### src/design/swc_regs.svh
/*
 Register offsets, field positions, reset values and timing counts of the
 sleep and wake-up controller. It assumes a byte-addressed Avalon-MM slave
 with one 32-bit word per register.
*/
`ifndef SWC_REGS_SVH
`define SWC_REGS_SVH

`define SWC_CTRL_OFS 5'h00
`define SWC_STAT_OFS 5'h04
`define SWC_IRQ_STAT_OFS 5'h08
`define SWC_IRQ_EN_OFS 5'h0C
`define SWC_IRQ_CLR_OFS 5'h10

`define SWC_CTRL_OSC_LSB 0
`define SWC_CTRL_OSC_MSB 2
`define SWC_CTRL_CLK_OUT_BIT 3
`define SWC_CTRL_RST 4'h4

`define SWC_OSC_LOW_POWER 3'h0
`define SWC_OSC_STD_XTAL 3'h1
`define SWC_OSC_FAST_XTAL 3'h2
`define SWC_OSC_INT_RC 3'h4
`define SWC_OSC_EXT_RC 3'h5

`define SWC_STAT_TIMEOUT_BIT 0
`define SWC_STAT_PWRDN_BIT 1
`define SWC_STAT_SLEEP_BIT 2
`define SWC_STAT_CLK_OUT_BIT 3

`define SWC_EV_SLEEP 0
`define SWC_EV_NOP 1
`define SWC_EV_WAKE 2
`define SWC_EV_WATCHDOG 3
`define SWC_EV_NUM 4

`define SWC_OST_TOSC 1024
`define SWC_DUMMY_CYCLES 2
`define SWC_VECTOR_ADDR 13'h0004

`endif

### src/design/swc_pkg.sv
/*
 Types of the sleep and wake-up controller: core request and response
 bundles and the controller states. Assumes swc_regs.svh for constants.
*/
package swc_pkg;

   typedef enum logic [2:0] {
      ST_RUN,
      ST_SLEEP,
      ST_OST,
      ST_NEXT,
      ST_DUMMY
   } swc_state_e;

   // From the processor core and watchdog
   typedef struct packed {
      logic sleep_exec;
      logic insn_strobe;
      logic global_interrupt_enable;
      logic watchdog_timeout;
   } swc_core_req_s;

   // Back to the processor core, watchdog and clock system
   typedef struct packed {
      logic stall;
      logic osc_run;
      logic watchdog_clr;
      logic resume;
      logic vector_branch;
      logic [12:0] vector_addr;
      logic dummy_cycle;
   } swc_core_resp_s;

endpackage

### src/design/swc_ost.sv
/*
 Oscillator start-up delay counter. A start pulse arms it; done pulses once
 after the programmed number of clock cycles. Assumes sys_clk is the
 oscillator being started.
*/
`timescale 1ns/1ps
`default_nettype none
module swc_ost #(
   parameter int CYCLES = 1024
) (
   input wire logic sys_clk,
   input wire logic rst,
   input wire logic start,
   output logic busy,
   output logic done
);
   localparam int W = $clog2(CYCLES + 1);

   logic [W-1:0] cnt_r;
   logic busy_r;
   logic done_r;

   if (CYCLES < 1) begin : g_chk
      $error("swc_ost: CYCLES must be at least 1");
   end

   always_ff @(posedge sys_clk or posedge rst) begin
      if (rst) begin
         cnt_r <= '0;
         busy_r <= 1'b0;
         done_r <= 1'b0;
      end else begin
         done_r <= 1'b0;
         if (start) begin
            cnt_r <= W'(CYCLES - 1);
            busy_r <= 1'b1;
         end else if (busy_r) begin
            if (cnt_r == '0) begin
               busy_r <= 1'b0;
               done_r <= 1'b1;
            end else begin
               cnt_r <= cnt_r - W'(1);
            end
         end
      end
   end

   assign busy = busy_r;
   assign done = done_r;
endmodule
`default_nettype wire

### src/design/swc_top.sv
/*
 Sleep and wake-up controller: decides the fate of a power-down
 instruction, keeps the time-out and power-down flags, times oscillator
 start-up and steers the core back in line or to the interrupt vector.
 Assumes a core giving one sleep_exec pulse as the power-down instruction
 completes and one insn_strobe per executed instruction cycle, and an
 Avalon-MM master for the registers.
*/
`timescale 1ns/1ps
`default_nettype none
`include "swc_regs.svh"
module swc_top #(
   parameter int N_SRC = 4,
   parameter int OST_CYCLES = `SWC_OST_TOSC,
   parameter int DUMMY_CYCLES = `SWC_DUMMY_CYCLES
) (
   input wire logic sys_clk,
   input wire logic rst,
   input wire logic [4:0] avs_address,
   input wire logic avs_read,
   input wire logic avs_write,
   input wire logic [31:0] avs_writedata,
   output logic [31:0] avs_readdata,
   output logic avs_waitrequest,
   input wire swc_pkg::swc_core_req_s core_req,
   input wire logic [N_SRC-1:0] int_enable,
   input wire logic [N_SRC-1:0] int_flag,
   output swc_pkg::swc_core_resp_s core_resp,
   output logic timeout_flag,
   output logic powerdown_flag,
   output logic clock_output_pin_en,
   output logic irq
);
   import swc_pkg::*;

   localparam int DW = $clog2(DUMMY_CYCLES + 1);

   if (N_SRC < 1 || DUMMY_CYCLES < 1 || OST_CYCLES < 1) begin : g_chk
      $error("swc_top: N_SRC, DUMMY_CYCLES and OST_CYCLES must be at least 1");
   end

   // Only the three crystal modes need the start-up wait
   function automatic logic is_crystal(input logic [2:0] mode);
      case (mode)
         `SWC_OSC_LOW_POWER: is_crystal = 1'b1;
         `SWC_OSC_STD_XTAL: is_crystal = 1'b1;
         `SWC_OSC_FAST_XTAL: is_crystal = 1'b1;
         default: is_crystal = 1'b0;
      endcase
   endfunction

   function automatic logic reg_hit(input logic [4:0] addr, input logic [4:0] ofs);
      reg_hit = (addr == ofs);
   endfunction

   swc_state_e state_r;
   swc_state_e state_nxt;
   logic [DW-1:0] dummy_cnt_r;
   logic [DW-1:0] dummy_cnt_nxt;
   logic wake;
   logic wake_before_r;
   logic int_wake_r;
   logic go_wake;
   logic resume_now;
   logic wake_by_int;
   logic full_sleep;
   logic nop_sleep;
   logic ost_start;
   logic ost_done;
   logic resume_r;
   logic branch_nxt;
   logic branch_r;
   logic watchdog_clr_r;
   logic timeout_r;
   logic pwrdn_r;
   logic [3:0] ctrl_r;
   logic [`SWC_EV_NUM-1:0] irq_stat_r;
   logic [`SWC_EV_NUM-1:0] irq_en_r;
   logic [`SWC_EV_NUM-1:0] ev;
   logic ack_r;
   logic [31:0] rdata_r;
   logic [31:0] rd_word;
   logic [2:0] osc_mode;
   logic wr_en;

   assign osc_mode = ctrl_r[`SWC_CTRL_OSC_MSB:`SWC_CTRL_OSC_LSB];

   // Global enable deliberately left out of the wake term
   assign wake = |(int_enable & int_flag);

   // Pending one cycle earlier counts as before the instruction
   always_ff @(posedge sys_clk or posedge rst) begin
      if (rst) begin
         wake_before_r <= 1'b0;
      end else begin
         wake_before_r <= wake;
      end
   end

   swc_ost #(
      .CYCLES(OST_CYCLES)
   ) u_ost (
      .sys_clk(sys_clk),
      .rst(rst),
      .start(ost_start),
      .busy(),
      .done(ost_done)
   );

   assign wake_by_int = go_wake ? wake : int_wake_r;

   always_comb begin
      state_nxt = state_r;
      dummy_cnt_nxt = dummy_cnt_r;
      go_wake = 1'b0;
      resume_now = 1'b0;
      full_sleep = 1'b0;
      nop_sleep = 1'b0;
      ost_start = 1'b0;
      branch_nxt = 1'b0;
      case (state_r)
         ST_RUN: begin
            if (core_req.sleep_exec) begin
               if (wake_before_r) begin
                  nop_sleep = 1'b1;
               end else begin
                  full_sleep = 1'b1;
                  // Arising during the instruction: out right after it
                  if (wake || core_req.watchdog_timeout) begin
                     go_wake = 1'b1;
                  end else begin
                     state_nxt = ST_SLEEP;
                  end
               end
            end
         end
         ST_SLEEP: begin
            if (wake || core_req.watchdog_timeout) begin
               go_wake = 1'b1;
            end
         end
         ST_OST: begin
            if (ost_done) begin
               resume_now = 1'b1;
            end
         end
         ST_NEXT: begin
            // Prefetched instruction runs before the vector
            if (core_req.insn_strobe) begin
               dummy_cnt_nxt = '0;
               state_nxt = ST_DUMMY;
            end
         end
         ST_DUMMY: begin
            if (core_req.insn_strobe) begin
               if (dummy_cnt_r == DW'(DUMMY_CYCLES - 1)) begin
                  branch_nxt = 1'b1;
                  state_nxt = ST_RUN;
               end else begin
                  dummy_cnt_nxt = dummy_cnt_r + DW'(1);
               end
            end
         end
         default: begin
            state_nxt = ST_RUN;
         end
      endcase
      if (go_wake) begin
         if (is_crystal(osc_mode)) begin
            ost_start = 1'b1;
            state_nxt = ST_OST;
         end else begin
            resume_now = 1'b1;
         end
      end
      if (resume_now) begin
         // Watchdog wake never vectors; interrupt wake follows global enable
         if (wake_by_int && core_req.global_interrupt_enable) begin
            state_nxt = ST_NEXT;
         end else begin
            state_nxt = ST_RUN;
         end
      end
   end

   always_ff @(posedge sys_clk or posedge rst) begin
      if (rst) begin
         state_r <= ST_RUN;
         dummy_cnt_r <= '0;
      end else begin
         state_r <= state_nxt;
         dummy_cnt_r <= dummy_cnt_nxt;
      end
   end

   always_ff @(posedge sys_clk or posedge rst) begin
      if (rst) begin
         int_wake_r <= 1'b0;
      end else if (go_wake) begin
         int_wake_r <= wake;
      end
   end

   always_ff @(posedge sys_clk or posedge rst) begin
      if (rst) begin
         resume_r <= 1'b0;
      end else begin
         resume_r <= resume_now;
      end
   end

   always_ff @(posedge sys_clk or posedge rst) begin
      if (rst) begin
         branch_r <= 1'b0;
      end else begin
         branch_r <= branch_nxt;
      end
   end

   // One-cycle clear to the watchdog and its postscaler
   always_ff @(posedge sys_clk or posedge rst) begin
      if (rst) begin
         watchdog_clr_r <= 1'b0;
      end else begin
         watchdog_clr_r <= full_sleep;
      end
   end

   // Time-out in the same cycle as a power-down wins
   always_ff @(posedge sys_clk or posedge rst) begin
      if (rst) begin
         timeout_r <= 1'b1;
      end else if (core_req.watchdog_timeout) begin
         timeout_r <= 1'b0;
      end else if (full_sleep) begin
         timeout_r <= 1'b1;
      end
   end

   // Comes up set, as after power-up; a no-op power-down leaves it unchanged
   always_ff @(posedge sys_clk or posedge rst) begin
      if (rst) begin
         pwrdn_r <= 1'b1;
      end else if (full_sleep) begin
         pwrdn_r <= 1'b0;
      end
   end

   assign timeout_flag = timeout_r;
   assign powerdown_flag = pwrdn_r;

   // Crystal modes own the oscillator pins
   assign clock_output_pin_en = ctrl_r[`SWC_CTRL_CLK_OUT_BIT] &&
      !is_crystal(osc_mode);

   assign core_resp.stall = (state_r == ST_SLEEP) || (state_r == ST_OST);
   assign core_resp.osc_run = (state_r != ST_SLEEP);
   assign core_resp.watchdog_clr = watchdog_clr_r;
   assign core_resp.resume = resume_r;
   assign core_resp.vector_branch = branch_r;
   assign core_resp.vector_addr = `SWC_VECTOR_ADDR;
   assign core_resp.dummy_cycle = (state_r == ST_DUMMY) && core_req.insn_strobe;

   always_comb begin
      ev = '0;
      ev[`SWC_EV_SLEEP] = full_sleep;
      ev[`SWC_EV_NOP] = nop_sleep;
      ev[`SWC_EV_WAKE] = resume_now;
      ev[`SWC_EV_WATCHDOG] = core_req.watchdog_timeout;
   end

   // One wait state per access; the answer edge is the one with ack_r high
   assign avs_waitrequest = (avs_read || avs_write) && !ack_r;
   assign wr_en = avs_write && ack_r;

   always_ff @(posedge sys_clk or posedge rst) begin
      if (rst) begin
         ack_r <= 1'b0;
      end else begin
         ack_r <= (avs_read || avs_write) && !ack_r;
      end
   end

   // Word assembled first so the registered path sees one mux
   always_comb begin
      rd_word = 32'h0000_0000;
      case (avs_address)
         `SWC_CTRL_OFS: rd_word[3:0] = ctrl_r;
         `SWC_STAT_OFS: begin
            rd_word[`SWC_STAT_TIMEOUT_BIT] = timeout_r;
            rd_word[`SWC_STAT_PWRDN_BIT] = pwrdn_r;
            rd_word[`SWC_STAT_SLEEP_BIT] = core_resp.stall;
            rd_word[`SWC_STAT_CLK_OUT_BIT] = clock_output_pin_en;
         end
         `SWC_IRQ_STAT_OFS: rd_word[`SWC_EV_NUM-1:0] = irq_stat_r;
         `SWC_IRQ_EN_OFS: rd_word[`SWC_EV_NUM-1:0] = irq_en_r;
         default: rd_word = 32'h0000_0000;
      endcase
   end

   always_ff @(posedge sys_clk or posedge rst) begin
      if (rst) begin
         rdata_r <= 32'h0000_0000;
      end else if (avs_read && !ack_r) begin
         rdata_r <= rd_word;
      end
   end

   assign avs_readdata = rdata_r;

   always_ff @(posedge sys_clk or posedge rst) begin
      if (rst) begin
         ctrl_r <= `SWC_CTRL_RST;
      end else if (wr_en && reg_hit(avs_address, `SWC_CTRL_OFS)) begin
         ctrl_r <= avs_writedata[3:0];
      end
   end

   always_ff @(posedge sys_clk or posedge rst) begin
      if (rst) begin
         irq_en_r <= '0;
      end else if (wr_en && reg_hit(avs_address, `SWC_IRQ_EN_OFS)) begin
         irq_en_r <= avs_writedata[`SWC_EV_NUM-1:0];
      end
   end

   // A new event beats a clear in the same cycle
   always_ff @(posedge sys_clk or posedge rst) begin
      if (rst) begin
         irq_stat_r <= '0;
      end else if (wr_en && reg_hit(avs_address, `SWC_IRQ_CLR_OFS)) begin
         irq_stat_r <= (irq_stat_r & ~avs_writedata[`SWC_EV_NUM-1:0]) | ev;
      end else begin
         irq_stat_r <= irq_stat_r | ev;
      end
   end

   assign irq = |(irq_stat_r & irq_en_r);
endmodule
`default_nettype wire

### config.mk
export PLATFORM = sky130hd
export DESIGN_NAME = swc_top
export DESIGN_NICKNAME = d
export VERILOG_FILES = /design/src/design/swc_pkg.sv /design/src/design/swc_ost.sv /design/src/design/swc_top.sv
export VERILOG_INCLUDE_DIRS = /design/src /design/src/design
export SDC_FILE = /design/constraint.sdc
export NUM_CORES = 1
export LEC_CHECK = 0
export BUFFER_PORTS_ARGS = -buffer_cell sky130_fd_sc_hd__buf_2
export CAP_MARGIN = 20
export CORE_ASPECT_RATIO = 1.5
export CORE_MARGIN = 5
export CORE_UTILIZATION = 32
export CTS_CLUSTER_SIZE = 8
export DETAILED_ROUTE_END_ITERATION = 8
export PLACE_DENSITY = 0.55
export SYNTH_ARGS = -nofsm -noshare
export SYNTH_HDL_FRONTEND = slang
export SYNTH_SLANG_ARGS = --single-unit
### constraint.sdc
create_clock -name sys_clk -period 6.64 [get_ports sys_clk]
set_clock_uncertainty 0.2 [all_clocks]
set_input_delay 0.996 -clock sys_clk [delete_from_list [all_inputs] [get_ports sys_clk]]
set_output_delay 0.996 -clock sys_clk [all_outputs]
set_load 0.005 [all_outputs]
# After elaboration in Yosys (flattened, before gate mapping)
# Cells that the tools add are included.
# totals
register_bits,42
in_bits,53
out_inout_bits,56
word_cells,118
# op_classes
add_sub_neg,2
eq_ne,16
mux,50
bitwise_logic,6
n_reduce_logical,27
# op_table
op,n
11-bit 2-to-1 mux,3
1-bit 2-to-1 mux,29
3-bit 2-to-1 mux,9
4-bit case mux with 4 select lines,1
4-bit bitwise AND,3
3-bit case mux with 4 select lines,1
11-bit zero test,1
"11-bit by 1-bit subtractor with 11-bit output, second input constant",1
"5-bit by 4-bit == test with 1-bit output, second input constant",2
"3-bit by 2-bit == test with 1-bit output, second input constant",3
1-bit logical AND,9
2-bit 2-to-1 mux,4
"2-bit inequality test, second input constant",4
4-bit OR,2
4-bit OR reduction,2
"3-bit by 1-bit == test with 1-bit output, second input constant",2
3-bit zero test,2
2-bit nonzero test,3
"5-bit by 3-bit == test with 1-bit output, second input constant",1
"5-bit == test, second input constant",1
5-bit zero test,1
4-bit 2-to-1 mux,1
4-bit NOT,1
2-bit case mux with 2 select lines,1
other kinds (11),14

# Depth between registers and ports, before layout
# Gate-level depths: netlist (run 1).
# depth
word_depth,12
ltp_mapped,7

# Hierarchy
# From an unflattened synthesis (run 1), not the netlist that was laid out.
# hier_totals
hier_cells,255
area_unflattened_um2,2572.5
# modules_own_cells
module,n_inst,cells_per_inst,area_each_um2,seq_area_each_um2
swc_top,1,181,1843.0,729.4
swc_ost,1,74,729.4,325.3

# Least setup slack after synthesis (run 1)
# Ideal clock, no wire load.
# synth_path
path_type,input-to-reg
start,in avs_address[2]
end,reg irq_en_r[0]
arrival_ps,2243
t_required_ps,6315
slack_ps,4073
stages,4
path_buffers,1
path_cell_list,clkbuf_1 nand4_1 nor4_1 mux2_2
# synth_between
elab_chain_len,2
# synth_lines
element,line,source
from (decl),swc_top.sv:19,"input wire logic [4:0] avs_address,"
5-bit by 4-bit == test with 1-bit output,swc_top.sv:53,reg_hit = (addr == ofs);
1-bit logical AND,swc_top.sv:322,"end else if (wr_en && reg_hit(avs_address, `SWC_IRQ_EN_OFS)) begin"
to (signal assigned),swc_top.sv:323,irq_en_r <= avs_writedata[`SWC_EV_NUM-1:0];
to (decl),swc_top.sv:78,logic [`SWC_EV_NUM-1:0] irq_en_r;
# Every way passes these cells.
# A chain may end at the register's enable or synchronous reset.

==> out/metrics.csv, run 1 <==
stage;metric;value;unit
worst_setup_path;critical-path cell list;buf_2 -> and3_1 -> buf_2;
yosys;cell with the most instances after synthesis;buf_4;
timing;final worst setup slack;4.024;ns
global_route;total gr overflow;0;
yosys;top_reg_cell synth;dfrtp_1;
timing;Max Clk Rate;382.3;MHz
clock_tree;total CTS buffers;5;
clock_tree;CTS Sinks;42;
clock_tree;CTS tree;done;
detailed_routing;number of vias per cell;4.483;
global_route;vias in the first global route;1626;
yosys;Yosys top cell by area;dfrtp_1;
global_route;first-pass GRT wire length;7824;um
yosys;sequential-to-total area share from yosys stat;44.04;%
yosys;Mapped Avg Cell Area;10.02;um^2
yosys;Syn Std Cell Area;2395;um^2
floorplan;num rows;38;
yosys;Post-synth ARST share;100.0;%
worst_setup_path;Worst R2R Path Depth;5;
worst_setup_path;RR Endpoint;u_ost.cnt_r[1];
detailed_routing;Final ANT Viol Nets;0;
detailed_routing;DR iter-0 viols;71;
cells_and_area;Final Non-Filler Cells;377;
yosys;library cells used by synthesis;46;
floorplan;initial core utilization;32.92;%
floorplan;die height;116.0;um
yosys;main combinational cell family by area after synthesis;simple AND/OR/NAND/NOR gates;
detailed_routing;final wirelength;4823;um
timing;Tightest Pin Transition;1.038;ns
detailed_routing;Routed WL per cell;12.79;um
timing;Fin Setup TNS;0;ns
yosys;Commonest cells post-synth;buf_4, dfrtp_1, nand2_1, nor2_1, mux2_2;
worst_setup_path;Worst path slowest cell;and3_1;
yosys;proportion of synthesized area in mux cells;8.516;%
yosys;Synth Warn #;0;
clock_tree;post-cts gate resize count;0;
worst_setup_path;worst reg2reg path startpoint;u_ost.cnt_r[5];
worst_setup_path;slowest stage delay, CP;0.17;ns
placed_design;routability cong.;0.7836;
timing;Final Hold Viols;0;
clock_tree;H-tree Lvls;2;
clock_tree;postcts setup bufs;0;
yosys;#FFs+latches synth;42;
yosys;XOR/XNOR Fraction of Synth Area;1.463;%
placed_design;HPWL after DPL;3846;um
floorplan;Die Width;80.64;um
worst_setup_path;crit start category;input pin;
pwr;Lkg Pwr;0.001262;uW
cells_and_area;fin area;2603;um^2
floorplan;die area;9350;um^2
placed_design;pre-CTS setup slack;3.743;ns
clock_tree;hold buffer count at cts;0;
worst_setup_path;WP data required;5.44;ns
global_route;gr usage total;10.91;%
worst_setup_path;most frequent CP cell;buf_2;
cells_and_area;ant diodes;0;
floorplan;CORE AREA;7274;um^2
cells_and_area;nets@finish;331;
worst_setup_path;crit path launch;core_req[2];
timing;RSZ-0062 raised after global routing;false;
timing;Slew HR;30.17;%
clock_tree;clk slew on worst S/H paths;0.08;ns
worst_setup_path;CP Max Fanout;6;
timing;Slew Viols, Final;0;
yosys;Synth area leaders;dfrtp_1, buf_4, mux2_2, nand2_1, dfstp_2;
timing;Final setup viols;0;
detailed_routing;vias post-DR;1690;
yosys;number of flops mapped to enable cells by yosys;0;
clock_tree;Clock Latency Late Sink;0.29;ns
placed_design;Placed Area;2520;um^2
placed_design;cell total after placement;369;
pwr;PD cells;262.7;nW/um^2
worst_setup_path;r2r setup slk;4.14;ns
timing;Period minus WS final;2.616;ns
worst_setup_path;worst setup path class;input pin to output pin;
cells_and_area;utilization after layout;35.78;%
min_path;hold path depth;1;
worst_setup_path;critical path endpoint category;output pin;
detailed_routing;DRC;0;
min_path;min-delay worst type;register to register;
min_path;Hold Crit Endpoint;avs_readdata[2];
pwr;VDD IR max;0.00009882;V
placed_design;port bufs;39;
yosys;Simple-Gate Fraction of Synth Area;17.45;%
clock_tree;CTS max path bufs;2;
cells_and_area;P&R area growth vs syn;8.673;%
worst_setup_path;critical path arrival;1.42;ns
job;Max Cap Viol;0;
min_path;Hold Crit Start;avs_readdata[2];
global_route;pin count of the biggest net entering global routing;43;
yosys;adder-cell share of the synthesized area;1.045;%
yosys;Cells after Synth;239;
timing;crit share post-route;39.40;%
cells_and_area;layout cell share with drive strength beyond 1;25.99;%
yosys;top-area cell type share of the netlist area;40.75;%
yosys;Synth Area in Compound Gates;11.65;%
clock_tree;root buffer cell;clkbuf_8;
global_route;initial antenna violation count;0;
floorplan;Ports;109;
detailed_routing;DR pass1 iterations;4;
status;outcome;finished, final reports clean;
## stage by stage
step	hold slack [ns]	power (uW)
floorplan	0.2650	494.3
global placement	0.2738	525.4
detailed placement	0.2854	532.5
CTS	0.3042	694.7
global route	0.3144	739.3
finish	0.2977	683.6
## cell usage in the layout, fill, tap and decap left out, types with 3 or more instances in the layout
cell type	count
nand3_1	9
dfstp_2	3
inv_1	6
dfrtp_1	39
nand2_1	27
nor2b_1	6
nor4_1	3
nor3_1	4
a21oi_1	7
nor2_1	15
a21o_1	5
clkbuf_8	5
a22o_1	5
nand2b_1	3
conb_1	41
o21ai_0	5
buf_2	39
mux2_2	11
## kinds of logic after synthesis
| kind of cell | after synthesis |
|---|---|
| buf+inv | 55 |
| xor+xnor | 4 |
| flops | 42 |
| simple gates | 82 |
| fa+ha+maj | 2 |
| compound gates | 36 |
| other cells | 2 |
| mux | 16 |
## registers in the layout, summed over array words and instances, names as in the netlist
name / count
ack_r: 1
dummy_cnt_r: 2
wake_before_r: 1
irq_stat_r: 4
ctrl_r: 4
u_ost.done: 1
state_r: 3
resume_r: 1
timeout_flag: 1
irq_en_r: 4
u_ost.cnt_r: 11
branch_r: 1
u_ost.busy: 1
watchdog_clr_r: 1
powerdown_flag: 1
avs_readdata: 4
int_wake_r: 1
## routing by layer
metal,routed length [um],track usage (%),share of wire [%],up-vias
met5,0,0,0,-
met4,105,4.622,2.2,0
met3,352,2.488,7.3,7
met2,2532,19.63,52,60
met1,1832,12.18,38,805
li1,-,-,-,818
## worst max-delay path by stage
stage                         end  slack, ns
finish               core_resp[0]       4.02
global route         core_resp[0]       3.96
CTS                  core_resp[0]       4.02
detailed placement    irq_en_r[1]       3.74
global placement    irq_stat_r[1]       3.74
floorplan             irq_en_r[0]       4.07
## cell type report
cell class,instances,area [um^2]
fill,780,4672
multi-input combinational,181,1115
sequential,42,1055
timing repair buffer,40,202.7
tap,100,125.1
clock buffer,6,72.57
inverter,6,22.52
clock inverter,2,10.01
## worst max-delay path, delay by kind of cell
family / cells / cell delay [ns]
simple gates: 1 / 0.17
buf+inv: 2 / 0.25
## power breakdown
part	internal (uW)	switching (uW)
logic	82.9	92.5
registers	301	47.9
clock network	73.0	86.5
Note: power is estimated with default switching activity, not from simulation.
==> inputs of run 2 (changes only) <==
--- a/config.mk
+++ b/config.mk
@@ -13,7 +13,7 @@
 export CORE_UTILIZATION = 32
 export CTS_CLUSTER_SIZE = 8
 export DETAILED_ROUTE_END_ITERATION = 8
-export PLACE_DENSITY = 0.55
+export PLACE_DENSITY = 0.57
 export SYNTH_ARGS = -nofsm -noshare
 export SYNTH_HDL_FRONTEND = slang
 export SYNTH_SLANG_ARGS = --single-unit
==> constraint.sdc (replaced) <==
create_clock -name sys_clk -period 2.3 [get_ports sys_clk]
set_clock_uncertainty 0.2 [all_clocks]
set_input_delay 0.345 -clock sys_clk [delete_from_list [all_inputs] [get_ports sys_clk]]
set_output_delay 0.345 -clock sys_clk [all_outputs]
set_load 0.005 [all_outputs]
==> run 2 against run 1 <==
Compared with the run above:
- the flow now finishes with violations (negative setup slack)
- setup slack got worse by 4.2 ns
- register-to-register slack worse by 4.3 ns
- critical path depth up 3
- global-route usage down 0.25 points
- cell count rose by 3.2%
- first-iteration DRC count fell by 39%
- sequential power grew to 2.9 times the previous value
- sequential cell count unchanged
- routed wire length up 2.2%
- worst hold slack worse by 0.24 ns
- count of clock-buffer cells in the layout stayed put
==> out/metrics.csv, run 2 (synthesis gave the netlist of run 1 again) <==
stage;metric;value;unit;change
global_route;initial antenna violation count;0;;unchanged
timing;Slew Viols, Final;0;;unchanged
pwr;PD cells;754.9;nW/um^2;was 262.7 nW/um^2
timing;Slew HR;52.92;%;was 30.17%
global_route;pin count of the biggest net entering global routing;43;;unchanged
clock_tree;CTS max path bufs;2;;unchanged
worst_setup_path;critical-path cell list;or4_4 -> or4b_4 -> o41ai_4 -> buf_4 -> xnor2_2 -> nand2_1;;was buf_2 -> and3_1 -> buf_2
cells_and_area;most common cell after layout, fill and taps aside;conb_1;;unchanged
worst_setup_path;r2r setup slk;-0.14;ns;was 4.14 ns
pwr;VDD IR max;0.0003045;V;was 0.00009882 V
timing;Max Clk Rate;410.3;MHz;
global_route;total gr overflow;0;;unchanged
placed_design;Placed Area;2595;um^2;was 2520 um^2
placed_design;cell total after placement;379;;was 369
min_path;hold path depth;2;;was 1
timing;Final Hold Viols;0;;unchanged
status;outcome;finished, violations left;;was finished, final reports clean
floorplan;CORE AREA;7274;um^2;unchanged
clock_tree;clk slew on worst S/H paths;0.08;ns;about the same
worst_setup_path;critical path endpoint category;register;;was output pin
placed_design;port bufs;39;;unchanged
clock_tree;Clock Latency Late Sink;0.29;ns;about the same
status;failing checks;negative setup slack;;
placed_design;pre-CTS setup slack;-0.1320;ns;was 3.743 ns
floorplan;num rows;38;;unchanged
timing;Tightest Pin Transition;0.6998;ns;was 1.038 ns
min_path;min-delay worst type;input pin to register;;was register to register
detailed_routing;Final ANT Viol Nets;0;;unchanged
placed_design;HPWL after DPL;3902;um;was 3846 um
pwr;Lkg Pwr;0.001326;uW;was 0.001262 uW
cells_and_area;fill cell count;746;;was 780
cells_and_area;nets@finish;343;;was 331
cells_and_area;ant diodes;0;;unchanged
worst_setup_path;Crit path depth;6;;was 3
worst_setup_path;Worst R2R Path Depth;6;;was 5
cells_and_area;Final Non-Filler Cells;389;;was 377
worst_setup_path;delay-heaviest family, CP;simple AND/OR/NAND/NOR gates;;was buffers and inverters
clock_tree;total CTS buffers;5;;unchanged
worst_setup_path;critical path arrival;2.40;ns;was 1.42 ns
detailed_routing;number of vias per cell;4.424;;was 4.483
cells_and_area;max FFs per register;11;;unchanged
cells_and_area;layout cell share with drive strength beyond 1;29.41;%;was 25.99%
timing;Final setup viols;3;;was 0
min_path;Hold Crit Endpoint;timeout_flag;;was avs_readdata[2]
detailed_routing;DR pass1 iterations;4;;unchanged
cells_and_area;largest register by flop count;u_ost.cnt_r;;unchanged
timing;crit share post-route;106.0;%;
worst_setup_path;CP Max Fanout;2;;was 6
worst_setup_path;Worst path slowest cell;or4_4;;was and3_1
worst_setup_path;crit start category;register;;was input pin
min_path;Hold Crit Start;core_req[0];;was avs_readdata[2]
worst_setup_path;WP data required;2.27;ns;was 5.44 ns
detailed_routing;vias post-DR;1721;;was 1,690
cells_and_area;P&R area growth vs syn;13.37;%;was 8.673%
timing;RSZ-0062 raised after global routing;true;;was false
timing;final worst setup slack;-0.1371;ns;was 4.024 ns
clock_tree;root buffer cell;clkbuf_8;;unchanged
clock_tree;CTS tree;done;;unchanged
detailed_routing;Routed WL per cell;12.67;um;was 12.79 um
clock_tree;CTS Sinks;42;;unchanged
global_route;gr usage total;10.66;%;was 10.91%
global_route;vias in the first global route;1639;;was 1,626
floorplan;Die Width;80.64;um;unchanged
worst_setup_path;worst setup path class;register to register;;was input pin to output pin
worst_setup_path;CP Buf/Inv Count;1;;was 2
worst_setup_path;RR Endpoint;u_ost.cnt_r[0];;was u_ost.cnt_r[1]
floorplan;die height;116.0;um;unchanged
job;Max Cap Viol;0;;unchanged
detailed_routing;DR iter-0 viols;43;;was 71
detailed_routing;final wirelength;4929;um;was 4823 um
worst_setup_path;slowest stage delay, CP;0.54;ns;was 0.17 ns
placed_design;routability cong.;0.7750;;was 0.7836
floorplan;initial core utilization;32.92;%;unchanged
global_route;first-pass GRT wire length;7707;um;was 7824 um
detailed_routing;DRC;0;;unchanged
cells_and_area;most frequent cells in the layout;conb_1, dfrtp_1, buf_2, nand2_1, nor2_1;;unchanged
clock_tree;H-tree Lvls;2;;unchanged
cells_and_area;fin area;2715;um^2;was 2603 um^2
worst_setup_path;worst reg2reg path startpoint;u_ost.cnt_r[8];;was u_ost.cnt_r[5]
timing;Period minus WS final;2.437;ns;
floorplan;die area;9350;um^2;unchanged
floorplan;Ports;109;;unchanged
-- run 2: cell types whose count changed in the layout (fill, tap and decap cells not counted) --
cell / previous run / this run
dlygate4sd3_1: 0 / 1
buf_4: 1 / 12
xnor2_2: 0 / 1
clkinvlp_4: 0 / 1
clkinv_2: 2 / 1
xnor2_1: 2 / 1
clkbuf_8: 5 / 6
clkbuf_1: 1 / 0
-- run 2: worst max-delay path by stage --
stage                    from        endpoint
2_1_floorplan  u_ost.cnt_r[8]  u_ost.cnt_r[1]
3_3_place_gp   u_ost.cnt_r[8]  u_ost.cnt_r[1]
3_5_place_dp   u_ost.cnt_r[8]  u_ost.cnt_r[1]
4_1_cts        u_ost.cnt_r[8]  u_ost.cnt_r[0]
5_1_grt        u_ost.cnt_r[8]  u_ost.cnt_r[0]
6_report       u_ost.cnt_r[8]  u_ost.cnt_r[0]
-- run 2: report_power, final --
group | internal, uW | total (uW) | leakage (uW) | switching (uW)
clock | 241 | 500 | 0.0000472 | 259
combinational | 265 | 554 | 0.000777 | 288
sequential | 868 | 996 | 0.000502 | 127
total | 1380 | 2050 | 0.00133 | 674
-- run 2: repair_timing --
item,CTS,global route
setup buffers,1,0
endpoints found under the setup margin,3,3
gates resized for setup,1,0
hold buffers,1,0
hold endpoints to repair,39,0
-- run 2: area by class of cell --
type | instances | area [um^2] | share of cell area, %
Tap cell | 100 | 125.1 | 4.608
Multi-Input combinational cell | 181 | 1122 | 41.34
Clock inverter | 2 | 12.51 | 0.4608
Sequential cell | 42 | 1055 | 38.85
Inverter | 6 | 22.52 | 0.8295
Timing Repair Buffer | 52 | 295.3 | 10.88
Clock buffer | 6 | 82.58 | 3.041
-- run 2: layer usage --
layer,track usage (%),share of wire [%],vias up
li1,-,-,839
met1,12.21,38,816
met2,18.92,53,61
met3,2.644,7.3,5
met4,4.059,1.5,0
met5,0,0,-
-- run 2: per-stage QoR --
stage                     total power (uW)  util [%]  hold slack [ns]  TNS [ns]
final                                 2050     37.32          0.05368   -0.3365
after global routing                  2196     37.32          0.05308   -0.5464
after CTS                             2089     37.32          0.04830   -0.3213
after detailed placement              1565     35.67           0.2819   -0.1929
after global placement                1549     35.67           0.2714   -0.1243
after floorplan                       1427         -           0.1776  -0.07254
